<file path="config.mk">
export PLATFORM = sky130hd
export DESIGN_NAME = ssst_spi_slave
export DESIGN_NICKNAME = d
export VERILOG_FILES = /design/src/hdl/ssst_pkg.sv /design/src/hdl/ssst_spi_slave.sv
export SDC_FILE = /design/constraint.sdc
export NUM_CORES = 1
export LEC_CHECK = 0
export BUFFER_PORTS_ARGS = -buffer_cell sky130_fd_sc_hd__clkbuf_2
export CORE_ASPECT_RATIO = 0.75
export CORE_MARGIN = 3
export CORE_UTILIZATION = 25
export DETAILED_ROUTE_END_ITERATION = 16
export PLACE_DENSITY = 0.49
export REMOVE_ABC_BUFFERS = 1
export SLEW_MARGIN = 20
export SYNTH_ARGS = -nofsm -noshare
export SYNTH_HDL_FRONTEND = slang
export SYNTH_SLANG_ARGS = --single-unit
</file>
<file path="constraint.sdc">
create_clock -name clock -period 2.95 [get_ports clock]
set_input_delay 0.1475 -clock clock [delete_from_list [all_inputs] [get_ports clock]]
set_output_delay 0.1475 -clock clock [all_outputs]
set_load 0.005 [all_outputs]
</file>
<file path="src/hdl/ssst_pkg.sv">
// shared constants, register map and state layout of the spi slave shifter timer
package ssst_pkg;

    localparam int unsigned SHIFT_WIDTH   = 32;
    localparam int unsigned COUNT_WIDTH   = 16;
    localparam int unsigned BITS_WIDTH    = 6;
    localparam int unsigned STATUS_WIDTH  = 5;
    localparam int unsigned ADDR_WIDTH    = 8;

    // register byte offsets on the apb slave
    localparam logic [7:0] ADDR_CTRL    = 8'h00;
    localparam logic [7:0] ADDR_TXDATA  = 8'h04;
    localparam logic [7:0] ADDR_RXDATA  = 8'h08;
    localparam logic [7:0] ADDR_STATUS  = 8'h0c;
    localparam logic [7:0] ADDR_MASK    = 8'h10;
    localparam logic [7:0] ADDR_BUFSTAT = 8'h14;

    // control register fields
    localparam int unsigned CTRL_ENABLE_POS = 0;
    localparam int unsigned CTRL_BITS_LSB   = 8;

    // sticky status bit positions, shared by the mask register
    localparam int unsigned ST_TX_EMPTY  = 0;
    localparam int unsigned ST_RX_FULL   = 1;
    localparam int unsigned ST_TX_UNDER  = 2;
    localparam int unsigned ST_RX_OVER   = 3;
    localparam int unsigned ST_FRAME_END = 4;

    // values after reset
    localparam logic [5:0]  CTRL_BITS_RESET = 6'h08;
    localparam logic [15:0] COMPARE_RESET   = 16'h000f;
    localparam logic [2:0]  CS_SYNC_RESET   = 3'h7;

    typedef struct packed {
        logic        psel;
        logic        penable;
        logic        pwrite;
        logic [7:0]  paddr;
        logic [31:0] pwdata;
    } ssst_apb_req_type;

    typedef struct packed {
        logic [31:0] prdata;
        logic        pready;
        logic        pslverr;
    } ssst_apb_rsp_type;

    typedef struct packed {
        logic [2:0]       sclkSync;
        logic [2:0]       csSync;
        logic [1:0]       dinSync;
        logic             enable;
        logic [5:0]       bitCount;
        logic [15:0]      compare;
        logic             timerOn;
        logic             timerOut;
        logic [15:0]      count;
        logic [31:0]      txShift;
        logic [31:0]      txBuf;
        logic             txFull;
        logic [31:0]      rxShift;
        logic [31:0]      rxBuf;
        logic             rxValid;
        logic [4:0]       status;
        logic [4:0]       mask;
        logic             irq;
        logic             dataOut;
        logic             dataOe;
        ssst_apb_rsp_type apbRsp;
    } ssst_state_type;

    localparam ssst_state_type SSST_STATE_RESET = '{
        csSync:   CS_SYNC_RESET,
        bitCount: CTRL_BITS_RESET,
        compare:  COMPARE_RESET,
        default:  '0
    };

endpackage : ssst_pkg

</file>
<file path="src/hdl/ssst_spi_slave.sv">
// spi slave: transmit and receive shifters paced by a select-triggered edge timer
//
// Function
// - transmit shifter drives pin four, output enabled, active high, timed by the timer
// - transmit shifter moves to its next bit on each falling shift clock edge
// - receive shifter takes pin five as input only, active high, same timer
// - receive shifter samples its data bit on each rising shift clock edge
// - no start or stop bits; transmit buffer loads into shifter when timer enables
// - both shifter buffers are seen with bit order swapped within each byte, byte order kept
// - clock and select pins are inputs; the external master drives both
// - timer trigger is the select on pin seven, taken active low
// - the timer is one 16-bit counter, not two 8-bit halves
// - timer decrements on pin six edges, which also clock the shifters
// - timer enables on the rising edge of its polarity-corrected trigger
// - once on, no compare disables the timer and nothing resets its counter
// - timer output starts at zero on enable, unaffected by any timer reset
// - compare value equals twice the transfer size minus one
// - while select is asserted, data moves at every serial clock edge
// - the slave uses the master's clock and makes no bit-rate clock
//
// The APB register port and the register offsets were chosen for this implementation.
`timescale 1ns/1ps

module ssst_spi_slave (
    input  wire logic                      clock,        // 20 MHz block clock
    input  wire logic                      rst_n,        // async reset, active low
    input  wire ssst_pkg::ssst_apb_req_type apbReq,      // apb request from master
    output      ssst_pkg::ssst_apb_rsp_type apbRsp,      // apb answer
    output      logic                      irq,          // level interrupt
    output      logic                      ioPinFour,    // serial data out
    output      logic                      ioPinFourOe,  // output enable of pin four
    input  wire logic                      ioPinFive,    // serial data in
    input  wire logic                      ioPinSix,     // serial clock from master
    input  wire logic                      ioPinSeven    // select from master, low active
);

    ssst_pkg::ssst_state_type st;
    ssst_pkg::ssst_state_type next_st;

    logic       sclkRise;
    logic       sclkFall;
    logic       sclkEdge;
    logic       trig;
    logic       trigRise;
    logic       trigFall;
    logic       active;
    logic       apbAccess;
    logic       apbDone;
    logic       rxStore;
    logic [4:0] evt;
    logic [31:0] readWord;
    logic        readErr;
    logic        txWrite;

    // reverse bits within every byte: bit order swapped, byte order kept
    function automatic logic [31:0] bbsSwap(input logic [31:0] w);
        logic [31:0] r;
        r = '0;
        for (int i = 0; i < 32; i++) begin
            r[(i / 8) * 8 + 7 - (i % 8)] = w[i];
        end
        return r;
    endfunction : bbsSwap

    // two edges per bit, so a word of n bits spans 2n counter steps
    function automatic logic [15:0] compareOf(input logic [5:0] bits);
        return {9'h000, bits, 1'b0} - 16'h0001;
    endfunction : compareOf

    // sync stage [1] is the clean level, [2] the previous one; [0] feeds only [1]
    assign sclkRise  = st.sclkSync[1] & ~st.sclkSync[2];
    assign sclkFall  = ~st.sclkSync[1] & st.sclkSync[2];
    assign sclkEdge  = sclkRise | sclkFall;
    assign trig      = ~st.csSync[1];
    assign trigRise  = trig & st.csSync[2];
    assign trigFall  = ~trig & ~st.csSync[2];
    assign active    = st.timerOn & trig;
    assign apbAccess = apbReq.psel & apbReq.penable;
    assign apbDone   = apbAccess & st.apbRsp.pready;
    assign txWrite   = apbDone & apbReq.pwrite & (apbReq.paddr == ssst_pkg::ADDR_TXDATA);

    always_comb begin
        readWord = 32'h0000_0000;
        readErr  = 1'b0;
        case (apbReq.paddr)
            ssst_pkg::ADDR_CTRL: begin
                readWord = {16'h0000, 2'b00, st.bitCount, 7'h00, st.enable};
            end
            ssst_pkg::ADDR_TXDATA: begin
                readWord = 32'h0000_0000;
            end
            ssst_pkg::ADDR_RXDATA: begin
                readWord = bbsSwap(st.rxBuf);
            end
            ssst_pkg::ADDR_STATUS: begin
                readWord = {27'h0000000, st.status};
            end
            ssst_pkg::ADDR_MASK: begin
                readWord = {27'h0000000, st.mask};
            end
            ssst_pkg::ADDR_BUFSTAT: begin
                readWord = {st.count, 12'h000, st.timerOut, st.timerOn, st.rxValid, st.txFull};
            end
            default: begin
                readErr = 1'b1;
            end
        endcase
    end

    always_comb begin
        next_st = st;
        evt     = 5'h00;
        rxStore = 1'b0;

        // pins are input only and pass two flops before any logic reads them
        next_st.sclkSync = {st.sclkSync[1:0], ioPinSix};
        next_st.csSync   = {st.csSync[1:0], ioPinSeven};
        next_st.dinSync  = {st.dinSync[0], ioPinFive};

        if (!st.enable) begin
            next_st.timerOn = 1'b0;
        end else if (!st.timerOn && trigRise) begin
            next_st.timerOn  = 1'b1;
            next_st.timerOut = 1'b0;
            next_st.count    = st.compare;
            next_st.txShift  = st.txBuf;
            next_st.txFull   = 1'b0;
            if (st.txFull) begin
                evt[ssst_pkg::ST_TX_EMPTY] = 1'b1;
            end else begin
                evt[ssst_pkg::ST_TX_UNDER] = 1'b1;
            end
        end else if (active && sclkEdge) begin
            // the shift clock is the pin itself; no divider exists here
            if (st.count == 16'h0000) begin
                next_st.count    = st.compare;
                next_st.timerOut = ~st.timerOut;
            end else begin
                next_st.count = st.count - 16'h0001;
            end
            if (sclkRise) begin
                next_st.rxShift = {st.dinSync[1], st.rxShift[31:1]};
            end
            if (sclkFall) begin
                if (st.count == 16'h0000) begin
                    // word boundary: a stale buffer is resent and flagged
                    next_st.txShift = st.txBuf;
                    next_st.txFull  = 1'b0;
                    if (st.txFull) begin
                        evt[ssst_pkg::ST_TX_EMPTY] = 1'b1;
                    end else begin
                        evt[ssst_pkg::ST_TX_UNDER] = 1'b1;
                    end
                end else begin
                    next_st.txShift = {1'b0, st.txShift[31:1]};
                end
            end
            if (st.count == 16'h0000) begin
                rxStore         = 1'b1;
                next_st.rxBuf   = next_st.rxShift;
                next_st.rxValid = 1'b1;
                evt[ssst_pkg::ST_RX_FULL] = 1'b1;
                if (st.rxValid) begin
                    evt[ssst_pkg::ST_RX_OVER] = 1'b1;
                end
            end
        end

        if (st.timerOn && trigFall) begin
            evt[ssst_pkg::ST_FRAME_END] = 1'b1;
        end
        next_st.status = st.status | evt;

        // apb: one wait state so that the answer comes from flops
        if (apbAccess && !st.apbRsp.pready) begin
            next_st.apbRsp.pready  = 1'b1;
            next_st.apbRsp.prdata  = readWord;
            next_st.apbRsp.pslverr = readErr;
        end else begin
            next_st.apbRsp.pready  = 1'b0;
            next_st.apbRsp.pslverr = 1'b0;
        end

        if (apbDone && apbReq.pwrite) begin
            case (apbReq.paddr)
                ssst_pkg::ADDR_CTRL: begin
                    next_st.enable   = apbReq.pwdata[ssst_pkg::CTRL_ENABLE_POS];
                    next_st.bitCount = apbReq.pwdata[ssst_pkg::CTRL_BITS_LSB +: 6];
                    next_st.compare  = compareOf(apbReq.pwdata[ssst_pkg::CTRL_BITS_LSB +: 6]);
                end
                ssst_pkg::ADDR_TXDATA: begin
                    // a write in the load cycle lands in the buffer for the next word
                    next_st.txBuf  = bbsSwap(apbReq.pwdata);
                    next_st.txFull = 1'b1;
                end
                ssst_pkg::ADDR_MASK: begin
                    next_st.mask = apbReq.pwdata[4:0];
                end
                default: begin
                end
            endcase
        end else if (apbDone) begin
            case (apbReq.paddr)
                ssst_pkg::ADDR_STATUS: begin
                    next_st.status = evt;                              // set wins over clear
                end
                ssst_pkg::ADDR_RXDATA: begin
                    if (!rxStore) begin
                        next_st.rxValid = 1'b0;
                    end
                end
                default: begin
                end
            endcase
        end

        next_st.irq     = |(next_st.status & next_st.mask);
        next_st.dataOut = next_st.txShift[0];
        // keep driving until the running timer has stopped as well
        next_st.dataOe  = next_st.enable | next_st.timerOn;
    end

    always_ff @(posedge clock or negedge rst_n) begin
        if (!rst_n) begin
            st <= ssst_pkg::SSST_STATE_RESET;
        end else begin
            st <= next_st;
        end
    end

    assign apbRsp      = st.apbRsp;
    assign irq         = st.irq;
    assign ioPinFour   = st.dataOut;
    assign ioPinFourOe = st.dataOe;
endmodule : ssst_spi_slave

</file>
# == Word level (Yosys, flattened, before mapping) ==
# Index checks and enable logic that the tools add are counted.
# op_classes
n_addsub,2
n_reduce_logical,21
n_bitwise,17
muxes,49
eq_ne,5
# ops
op,count
case mux 32 bit (5 select lines),1
two-way mux 66 bit,2
two-way mux 49 bit,2
two-way mux 32 bit,3
two-way mux 65 bit,1
two-way mux 23 bit,2
two-way mux 33 bit,1
two-way mux 1 bit,28
"equality test 8 x 4 -> 1 bit, second input constant",2
"equality test 8 x 5 -> 1 bit, second input constant",2
logical NOT 16 bit,1
two-way mux 16 bit,1
"subtractor 16 x 1 -> 16 bit, second input constant",1
two-way mux 5 bit,3
two-way mux 6 bit,2
AND reduction 3 bit,3
"equality test 8 x 3 -> 1 bit, second input constant",1
logical NOT 8 bit,1
two-way mux 4 bit,2
"subtractor 7 x 1 -> 8 bit, second input constant",1
bitwise AND 1 bit,7
inverter 1 bit,6
AND reduction 2 bit,3
nonzero test 2 bit,3
other kinds (9),15
# word_totals
wordCells,117
out_inout_bits,37
input_bits,48
reg_bits,225

# == Depth between registers and ports, before layout ==
# Gate-level depths: netlist of run 1.
# logic_depth
word_depth,13
depth_mapped,9
depth_no_buf,7

# == Worst setup path after synthesis of run 1 ==
# No wires, ideal clock.
# synth_timing
kind,register -> register
startpoint,register st[177] in the netlist's numbering
endpoint,register st[192] in the netlist's numbering
arrival_time_ns,1.969
required_time_ns,2.826
setup_time_ns,0.124
setup_slack_ns,0.857
path_buffers,1
period_less_slack_ns,2.093
stages_incl_launch_ff,9
path_cell_list,dfrtp_1 > inv_1 > ha_1 > nor3b_4 > nand4_4 > o21ba_2 > buf_4 > a21o_1 > a211o_1
# synth_via
elab_chain_len,4
word_cells_on_any_way,5
classes_between,add/sub (1); mux (3); reduce/logical (1)
# synth_rtl
item,line_no,rtl
"start, declared",ssst_spi_slave.sv:37,ssst_pkg::ssst_state_type st;
"start signal, assigned",ssst_spi_slave.sv:225,st <= ssst_pkg::SSST_STATE_RESET;
"start signal, assigned",ssst_spi_slave.sv:227,st <= next_st;
subtractor 16 x 1 -> 16 bit / logical NOT 16 bit (equally long branches),"ssst_spi_slave.sv:139, ssst_spi_slave.sv:135",
two-way mux 16 bit (*),ssst_spi_slave.sv:135,if (st.count == 16'h0000) begin
two-way mux 49 bit (*),ssst_spi_slave.sv:133,end else if (active && sclkEdge) begin
two-way mux 49 bit (*),ssst_spi_slave.sv:122,end else if (!st.timerOn && trigRise) begin
# Every way passes the cells marked *; elsewhere a longest branch is shown, timed or not. The select of a mux whose other input is x is not followed.
# A chain may end at the register's enable or synchronous reset.

# == Worst setup path in the final report of run 1 ==
# layout_timing
startpoint,input port apbReq[35] in the netlist's numbering
endpoint,register st[209] in the netlist's numbering
# layout_via
elab_chain_len,2
# layout_rtl
item,line_no,rtl
"start, declared",ssst_spi_slave.sv:27,"input wire ssst_pkg::ssst_apb_req_type apbReq,"
logical NOT 8 bit,ssst_spi_slave.sv:185,case (apbReq.paddr)
AND reduction 2 bit (no line),--,
# No other way between the ends.

==> impl_metrics.py, run 1 <==
metrics = {
    "place": {
        "gp_congestion": 0.822,
        "dpl.hpwl_mm": 16.1,
        "io_buffers": 84,
        "placed_area_um2": 10600,
    },
    "clock_network": {
        "cts_buffers": 23,
        "root_buffer": "clkbuf_16",
        "clock_path_buffers": 3,
        "cts_resized": 0,
        "h-tree-depth": 1,
        "cts_tree": "built",
        "clkTransAtPathRegs_ps": 60,
        "clock-sinks": 216,
        "clk_latency_ps": 510,
    },
    "logic_synthesis": {
        "synth_top_area_frac": 0.536,
        "synthArstFlopShare": 1.00,
        "syn_area_um2": 9760,
        "yosysMostFrequentCell": "dfrtp_1",
        "synth_edf_count": 0,
        "ys_top_cells_by_count": "dfrtp_1, nand2_1, o21ai_0",
        "yosysSeqAreaShare": 0.555,
        "synthFlopType": "dfrtp_1",
        "synth_warnings": 0,
        "ys_top_cells_by_area": "dfrtp_1, mux2_2, nand2_1",
        "synth_area_leader_cell": "dfrtp_1",
        "syn_area_per_cell_um2": 10.8,
        "ys_ff_latch": 216,
        "yosys.cell_types.count": 66,
        "synthesis.instances": 904,
    },
    "grt": {
        "grt_pass1_wl_mm": 39.0,
        "antenna_found_initial": 0,
        "gr-total-overflow": 0,
        "grt_pass1_vias": 6789,
        "grt_max_degree": 93,
        "grt_usage": 0.117,
    },
    "critical_path": {
        "crit_path_max_incr_delay_ps": 600,
        "cp_max_fo": 22,
        "cp.required_ps": 3400,
        "endpoint_kind": "flip-flop",
        "cp-start-kind": "primary input",
        "critPathSlowestCell": "dlygate4sd3_1",
        "critical_path.cell_chain": "dlygate4sd3_1 -> clkbuf_2 -> nor4_1 -> nor3b_4 -> buf_4 -> nand2_2 -> buf_4 -> o41ai_1 -> dlygate4sd3_1",
        "reg2reg_slack_ps": 540,
        "crit_type": "primary input to flip-flop",
        "cp.arrival_ps": 3160,
    },
    "timing": {
        "hold_viol": 2,
        "slew_headroom": 0.486,
        "final.period_utilization": 0.919,
        "final.min_clock_period_ps": 2710,
        "finalMaxSlewViolations": 0,
        "timing.fmax_mhz": 369,
        "hold_slack_ps": -3.88,
        "setup_viol_count_final": 0,
        "grt_setup_unrepaired": "no",
        "tightest_slew_ps": 771,
        "finalClockSkew_ps": 10.9,
    },
    "job": {
        "max_cap_violations": 0,
    },
    "worst_hold_path": {
        "hold_path.class": "primary input to flip-flop",
    },
    "power_and_ir_drop": {
        "peakVddDrop_mv": 0.410,
        "leakage_uw": 0.00530,
        "p_per_area_nw_per_um2": 537,
        "p_total_uw": 6280,
    },
    "die": {
        "die_h_um": 177,
        "die_x_um": 234,
        "rows": 62,
        "io_pins": 85,
        "start_util": 0.254,
        "core_region_area_um2": 38400,
        "dieArea_um2": 41500,
    },
    "outcome": {
        "violations": "negative hold slack",
        "status": "complete, but fails checks",
    },
    "route": {
        "drtIter0Drc": 498,
        "wire_per_inst_um": 15.7,
        "vias_per_cell": 4.47,
        "drc": 0,
        "ant_nets": 0,
        "routed_wl_mm": 23.9,
        "vias": 6787,
        "drt_first_pass_iters": 5,
    },
    "cells_and_area": {
        "nets": 1041,
        "area_growth_pct": 19.7,
        "fill_cells": 4020,
        "final_design_area_no_fill_um2": 11700,
        "drive_gt1_frac": 0.243,
        "multi_input_area_um2": 3810,
        "antenna_cells": 0,
        "regArea_um2": 5410,
    },
}
-- flip-flops by register name (all words and copies together) (netlist names) --
register / flops
st: 175
irq: 1
next_st: 5
apbRsp: 34
ioPinFourOe: 1
-- timing repair --
action	in CTS	in global routing
hold buffers	38	0
hold endpoints to repair	130	0
setup buffers	0	0
-- cells by family after synthesis --
kind of cell,after synthesis,share of synthesized area
flip-flops,216,0.555
AO/OA/AOI/OAI,185,0.118
adder cells (fa/ha/maj),4,0.00513
XOR/XNOR,4,0.00359
AND/OR/NAND/NOR,281,0.136
multiplexers,113,0.126
buffers and inverters,101,0.0559
-- metrics by stage --
| step | setup TNS [ps] | instances | hold WS (ps) | setup WS (ps) | utilization |
|---|---|---|---|---|---|
| after global placement | 0 | 1438 | 240 | 571 | 0.275 |
| after floorplan | -8960 | 818 | -148 | -280 | - |
| after global routing | 0 | 1517 | 17.4 | 195 | 0.304 |
| after CTS | 0 | 1517 | 0.972 | 345 | 0.304 |
| final | 0 | 1517 | -3.88 | 239 | 0.304 |
| after detailed placement | 0 | 1438 | 237 | 535 | 0.275 |
-- routing by layer --
layer	up-vias	global-route usage	wire, um	part of all wire
met5	-	0	0	0
met4	0	0.0186	380	0.016
met3	29	0.0214	968	0.041
met2	121	0.169	10200	0.43
met1	3327	0.184	12400	0.52
li1	3310	-	-	-
-- path summary, 6_finish.rpt --
check,from,to,depth (start not counted)
setup / recovery,apbReq[35],st[209],9
hold / removal,apbReq[12],st[124],2
setup reg to reg,st[182],st[162],6
hold reg to reg,next_st[224],next_st[225],0
max in group asynchronous,rst_n,st[134],3
min in group asynchronous,rst_n,apbRsp[11],2
-- final cells by class --
cell class | count | share of cell area
inverters | 15 | 0.00482
clock inverters | 7 | 0.00793
multi-input cells | 587 | 0.326
well taps | 512 | 0.0548
clock buffers | 34 | 0.0562
flip-flops and latches | 216 | 0.463
repair buffers | 146 | 0.0870
-- where the power goes --
group / switching, uW / internal, uW / total [uW]
clock: 1190 / 1720 / 2910
combinational: 227 / 138 / 364
sequential: 17.1 / 2990 / 3010
total: 1440 / 4840 / 6280
-- cell usage in the layout (no fill, tap or decap), types with 15 or more instances in the layout --
cell type and count:
clkbuf_16 23, a22oi_1 27, nor2_1 49, buf_4 22
dlygate4sd3_1 38, o21ai_0 78, mux2_2 72, mux2i_1 40
nand2_1 159, inv_1 15, clkbuf_2 83, dfrtp_1 209
a31oi_1 33
-- critical path, delay by kind of cell --
kind | cells | cell delay, ps
AOI/OAI and AO/OA | 1 | 310
buffers and inverters | 5 | 1760
and+or+nand+nor | 3 | 960
Note: power is estimated with default switching activity, not from simulation.
==> inputs of run 2 (changes only) <==
--- a/config.mk
+++ b/config.mk
@@ -10,7 +10,7 @@
 export CORE_MARGIN = 3
 export CORE_UTILIZATION = 25
 export DETAILED_ROUTE_END_ITERATION = 16
-export PLACE_DENSITY = 0.49
+export PLACE_DENSITY_LB_ADDON = 0.08
 export REMOVE_ABC_BUFFERS = 1
 export SLEW_MARGIN = 20
 export SYNTH_ARGS = -nofsm -noshare
==> run 2 against run 1 <==
Routed wire length rose by 8.4%. Sequential power barely moved. Largest power group is now the clock network. Clock skew rose by 14 ps. Die area did not move. Via count fell by 0.15%. Total power rose by 3.6%. The flow now finishes without violations. Final cell count rose by 0.46%. Combinational power rose by 5%.
==> impl_metrics.py, run 2 (synthesis gave the netlist of run 1 again) <==
metrics = {
    "route": {
        "ant_nets": 0,
        "drtIter0Drc": 499,
        "vias": 6777,
        "drc": 0,
        "wire_per_inst_um": 17.0,
        "routed_wl_mm": 25.9,
        "drt_first_pass_iters": 5,
        "vias_per_cell": 4.45,
    },
    "power_and_ir_drop": {
        "p_comb_frac": 0.059,
        "switching_share": 0.236,
        "peakVddDrop_mv": 0.353,
        "seqPwrFrac": 0.462,
        "p_per_area_nw_per_um2": 552,
        "p_clk_frac": 0.479,
        "p_int_uw": 4970,
        "leakage_uw": 0.00536,
        "p_total_uw": 6500,
        "p_switching_uw": 1530,
    },
    "cells_and_area": {
        "layout_common_cells": "dfrtp_1, nand2_1, clkbuf_2",
        "fin_cells": 1524,
        "final_common_cell": "dfrtp_1",
        "nets": 1047,
        "largest_register_ffs": 175,
        "antenna_cells": 0,
        "drive_gt1_frac": 0.247,
        "area_growth_pct": 20.7,
        "top_register": "st",
    },
    "place": {
        "dpl.hpwl_mm": 16.9,
        "dp.cells": 1441,
        "post-place-ws_ps": 538,
        "gp_congestion": 0.736,
        "io_buffers": 84,
    },
    "timing": {
        "grt_setup_unrepaired": "no",
        "slew_headroom": 0.496,
        "hold_slack_ps": 137,
        "setup_viol_count_final": 0,
        "finalClockSkew_ps": 24.7,
        "final.min_clock_period_ps": 2660,
        "final.period_utilization": 0.903,
        "fin_ws_ps": 287,
        "hold_viol": 0,
        "fin_tns_setup_ps": 0,
        "timing.fmax_mhz": 376,
        "tightest_slew_ps": 748,
        "finalMaxSlewViolations": 0,
    },
    "worst_hold_path": {
        "hold_start": "apbReq[40]",
        "min_to": "st[47]",
        "hold_path.class": "primary input to flip-flop",
        "hold_depth": 5,
    },
    "outcome": {
        "status": "finished clean",
    },
    "grt": {
        "antenna_found_initial": 1,
        "grt_max_degree": 78,
        "gr-total-overflow": 0,
        "grt_usage": 0.127,
        "grt_pass1_vias": 6968,
        "grt_pass1_wl_mm": 41.5,
    },
    "clock_network": {
        "clock_path_buffers": 3,
        "root_buffer": "clkbuf_16",
        "clock-sinks": 216,
        "cts_setup_buffers": 0,
        "h-tree-depth": 1,
        "cts_tree": "built",
        "cts_resized": 0,
        "hold_buffers": 39,
        "clkTransAtPathRegs_ps": 60,
        "cts_buffers": 25,
        "clk_latency_ps": 540,
    },
    "critical_path": {
        "reg2reg_from": "st[177]",
        "endpoint_kind": "flip-flop",
        "cp.arrival_ps": 3140,
        "cp.required_ps": 3430,
        "cp-start-kind": "primary input",
        "crit_start": "apbReq[35]",
        "cp_max_fo": 22,
        "reg2reg_slack_ps": 520,
        "reg2reg_depth": 8,
        "worstReg2RegEnd": "st[149]",
        "crit_type": "primary input to flip-flop",
    },
    "die": {
        "dieArea_um2": 41500,
        "core_region_area_um2": 38400,
        "die_x_um": 234,
        "start_util": 0.254,
        "io_pins": 85,
        "rows": 62,
        "die_h_um": 177,
    },
    "job": {
        "max_cap_violations": 0,
    },
}
run 2: worst max path at each step:
stage	cells after the start	slack (ps)	to
2_1_floorplan	4	-280	st[100]
3_3_place_gp	8	600	st[158]
3_5_place_dp	8	540	st[151]
4_1_cts	9	340	st[209]
5_1_grt	9	140	st[209]
6_report	9	290	st[209]
run 2: stage by stage:
step,area [um^2],utilization
final,11800,0.307
after global placement,10600,0.276
after CTS,11800,0.307
after detailed placement,10600,0.276
after global routing,11800,0.307
after floorplan,9270,-
run 2: critical path: stages:
cell           delay, ps
dlygate4sd3_1        540
clkbuf_2             150
nor4_1               550
nor3b_4              280
buf_4                220
nand2_2              100
buf_4                230
o41ai_1              320
dlygate4sd3_1        590
run 2: layout make-up:
class                           count  area (um^2)
Sequential cell                   216         5410
Inverter                           15         56.3
Multi-Input combinational cell    587         3810
Tap cell                          512          641
Clock inverter                      7         91.3
Timing Repair Buffer              150         1060
Clock buffer                       37          711
Fill cell                        4019        26600
run 2: routing by layer:
metal  GRT usage  wire (um)
met1       0.204      13900
met2       0.176      10600
met3      0.0225        914
met4      0.0255        469
met5           0          0
run 2: power by group through the flow:
stage	clock [uW]	sequential, uW	combinational (uW)
2_1_floorplan	0	3060	153
3_3_place_gp	0	3060	355
3_5_place_dp	0	3060	353
4_1_cts	3260	3010	396
5_1_grt	3370	3010	431
6_report	3110	3010	381
==> inputs of run 3 (changes only) <==
--- a/config.mk
+++ b/config.mk
@@ -6,6 +6,7 @@
 export NUM_CORES = 1
 export LEC_CHECK = 0
 export BUFFER_PORTS_ARGS = -buffer_cell sky130_fd_sc_hd__clkbuf_2
+export CAP_MARGIN = 5
 export CORE_ASPECT_RATIO = 0.75
 export CORE_MARGIN = 3
 export CORE_UTILIZATION = 25
==> constraint.sdc (replaced) <==
create_clock -name clock -period 3.1 [get_ports clock]
set_input_delay 0.62 -clock clock [delete_from_list [all_inputs] [get_ports clock]]
set_output_delay 0.62 -clock clock [all_outputs]
set_load 0.005 [all_outputs]
==> run 3 against run 2 <==
Register-to-register slack improved by 170 ps. Flip-flop and latch count unchanged. First-iteration DRC count down 25%. Largest power group unchanged.
==> impl_metrics.py, run 3 (synthesis gave the netlist of run 1 again) <==
metrics = {
    "power_and_ir_drop": {
        "p_per_area_nw_per_um2": 542,
        "peakVddDrop_mv": 0.306,
        "switching_share": 0.230,
        "p_clk_frac": 0.485,
        "p_int_uw": 4770,
        "p_switching_uw": 1420,
        "leakage_uw": 0.00521,
        "seqPwrFrac": 0.462,
        "p_total_uw": 6190,
        "p_comb_frac": 0.052,
    },
    "route": {
        "routed_wl_mm": 25.3,
        "drt_first_pass_iters": 5,
        "vias": 6718,
        "drc": 0,
        "drtIter0Drc": 373,
        "vias_per_cell": 4.52,
        "wire_per_inst_um": 17.0,
        "ant_nets": 0,
    },
    "place": {
        "io_buffers": 84,
        "post-place-ws_ps": 616,
        "dpl.hpwl_mm": 17.1,
        "gp_congestion": 0.738,
    },
    "clock_network": {
        "h-tree-depth": 1,
        "clock_path_buffers": 3,
        "hold_buffers": 0,
        "clkTransAtPathRegs_ps": 60,
        "cts_buffers": 25,
        "cts_setup_buffers": 0,
        "clock-sinks": 216,
        "cts_resized": 0,
        "cts_tree": "built",
        "root_buffer": "clkbuf_16",
        "clk_latency_ps": 530,
    },
    "die": {
        "io_pins": 85,
        "die_h_um": 177,
        "die_x_um": 234,
        "core_region_area_um2": 38400,
        "start_util": 0.254,
        "dieArea_um2": 41500,
        "rows": 62,
    },
    "grt": {
        "gr-total-overflow": 0,
        "grt_pass1_wl_mm": 40.9,
        "grt-busiest-layer": "met1",
        "antenna_found_initial": 0,
        "grt_pass1_vias": 6810,
        "use_met2": 0.176,
        "grt_usage": 0.125,
        "grt_max_degree": 74,
        "use_met1": 0.198,
        "gr-usage-met3": 0.0249,
    },
    "timing": {
        "grt_setup_unrepaired": "no",
        "hold_viol": 0,
        "finalMaxSlewViolations": 0,
        "final.min_clock_period_ps": 2410,
        "fin_ws_ps": 694,
        "final.period_utilization": 0.776,
        "hold_slack_ps": 83.2,
        "finalClockSkew_ps": 13.2,
        "tightest_slew_ps": 745,
        "timing.fmax_mhz": 416,
        "setup_viol_count_final": 0,
        "slew_headroom": 0.498,
    },
    "cells_and_area": {
        "final_common_cell": "dfrtp_1",
        "nets": 1007,
        "post-route-util": 0.297,
        "largest_register_ffs": 175,
        "top_register": "st",
        "layout_common_cells": "dfrtp_1, nand2_1, clkbuf_2",
        "area_growth_pct": 17.0,
        "antenna_cells": 0,
        "drive_gt1_frac": 0.257,
    },
    "critical_path": {
        "cp-start-kind": "flip-flop",
        "cp.required_ps": 3530,
        "cp.arrival_ps": 2840,
        "crit_type": "flip-flop to flip-flop",
        "endpoint_kind": "flip-flop",
        "cp_max_fo": 32,
    },
    "worst_hold_path": {
        "hold_path.class": "primary input to async pin",
    },
    "outcome": {
        "status": "finished clean",
    },
    "job": {
        "max_cap_violations": 0,
    },
}
==> run 3: final cells by class <==
| cell class | count | area [um^2] |
|---|---|---|
| clock inverter | 5 | 75.1 |
| timing repair buffer | 110 | 676 |
| multi-input combinational | 587 | 3810 |
| fill | 4022 | 27000 |
| sequential | 216 | 5410 |
| clock buffer | 40 | 752 |
| inverter | 15 | 56.3 |
| tap | 512 | 641 |
==> run 3: stage by stage <==
| stage | area, um^2 | std cells | setup TNS (ps) |
|---|---|---|---|
| global route | 11400 | 1485 | 0 |
| floorplan | 9270 | 818 | -4160 |
| detailed placement | 10600 | 1440 | 0 |
| CTS | 11400 | 1485 | 0 |
| finish | 11400 | 1485 | 0 |
| global placement | 10600 | 1440 | 0 |
==> run 3: power by group through the flow <==
stage / Clock (uW) / Sequential (uW) / Combinational [uW]
finish: 3000 / 2860 / 324
global route: 3260 / 2860 / 367
CTS: 3120 / 2860 / 339
detailed placement: 0 / 2910 / 338
global placement: 0 / 2910 / 338
floorplan: 0 / 2910 / 145
==> run 3: path summary, 6_finish.rpt <==
| path | from | to | slack [ps] | cells after the start |
|---|---|---|---|---|
| min in group clock | ioPinSeven | next_st[221] | 190 | 1 |
| setup reg to reg | st[177] | st[149] | 690 | 8 |
| hold / removal | rst_n | apbRsp[20] | 80 | 1 |
| hold reg to reg | next_st[224] | next_st[225] | 350 | 0 |
| setup / recovery | st[177] | st[149] | 690 | 8 |
| max in group asynchronous | rst_n | st[222] | 2210 | 2 |
==> run 3: per-layer routing <==
metal	part of all wire	vias up
met2	0.41	108
met5	0	-
met3	0.042	28
met1	0.53	3337
met4	0.014	0
li1	-	3245
==> run 3: worst max-delay path, stage by stage (launching register included) <==
cell and delay (ps):
dfrtp_1 420, inv_1 60, ha_1 220, nor3b_4 180, nand4_4 150, o21ba_2 520
buf_4 450, nand2_1 110, a31oi_1 190
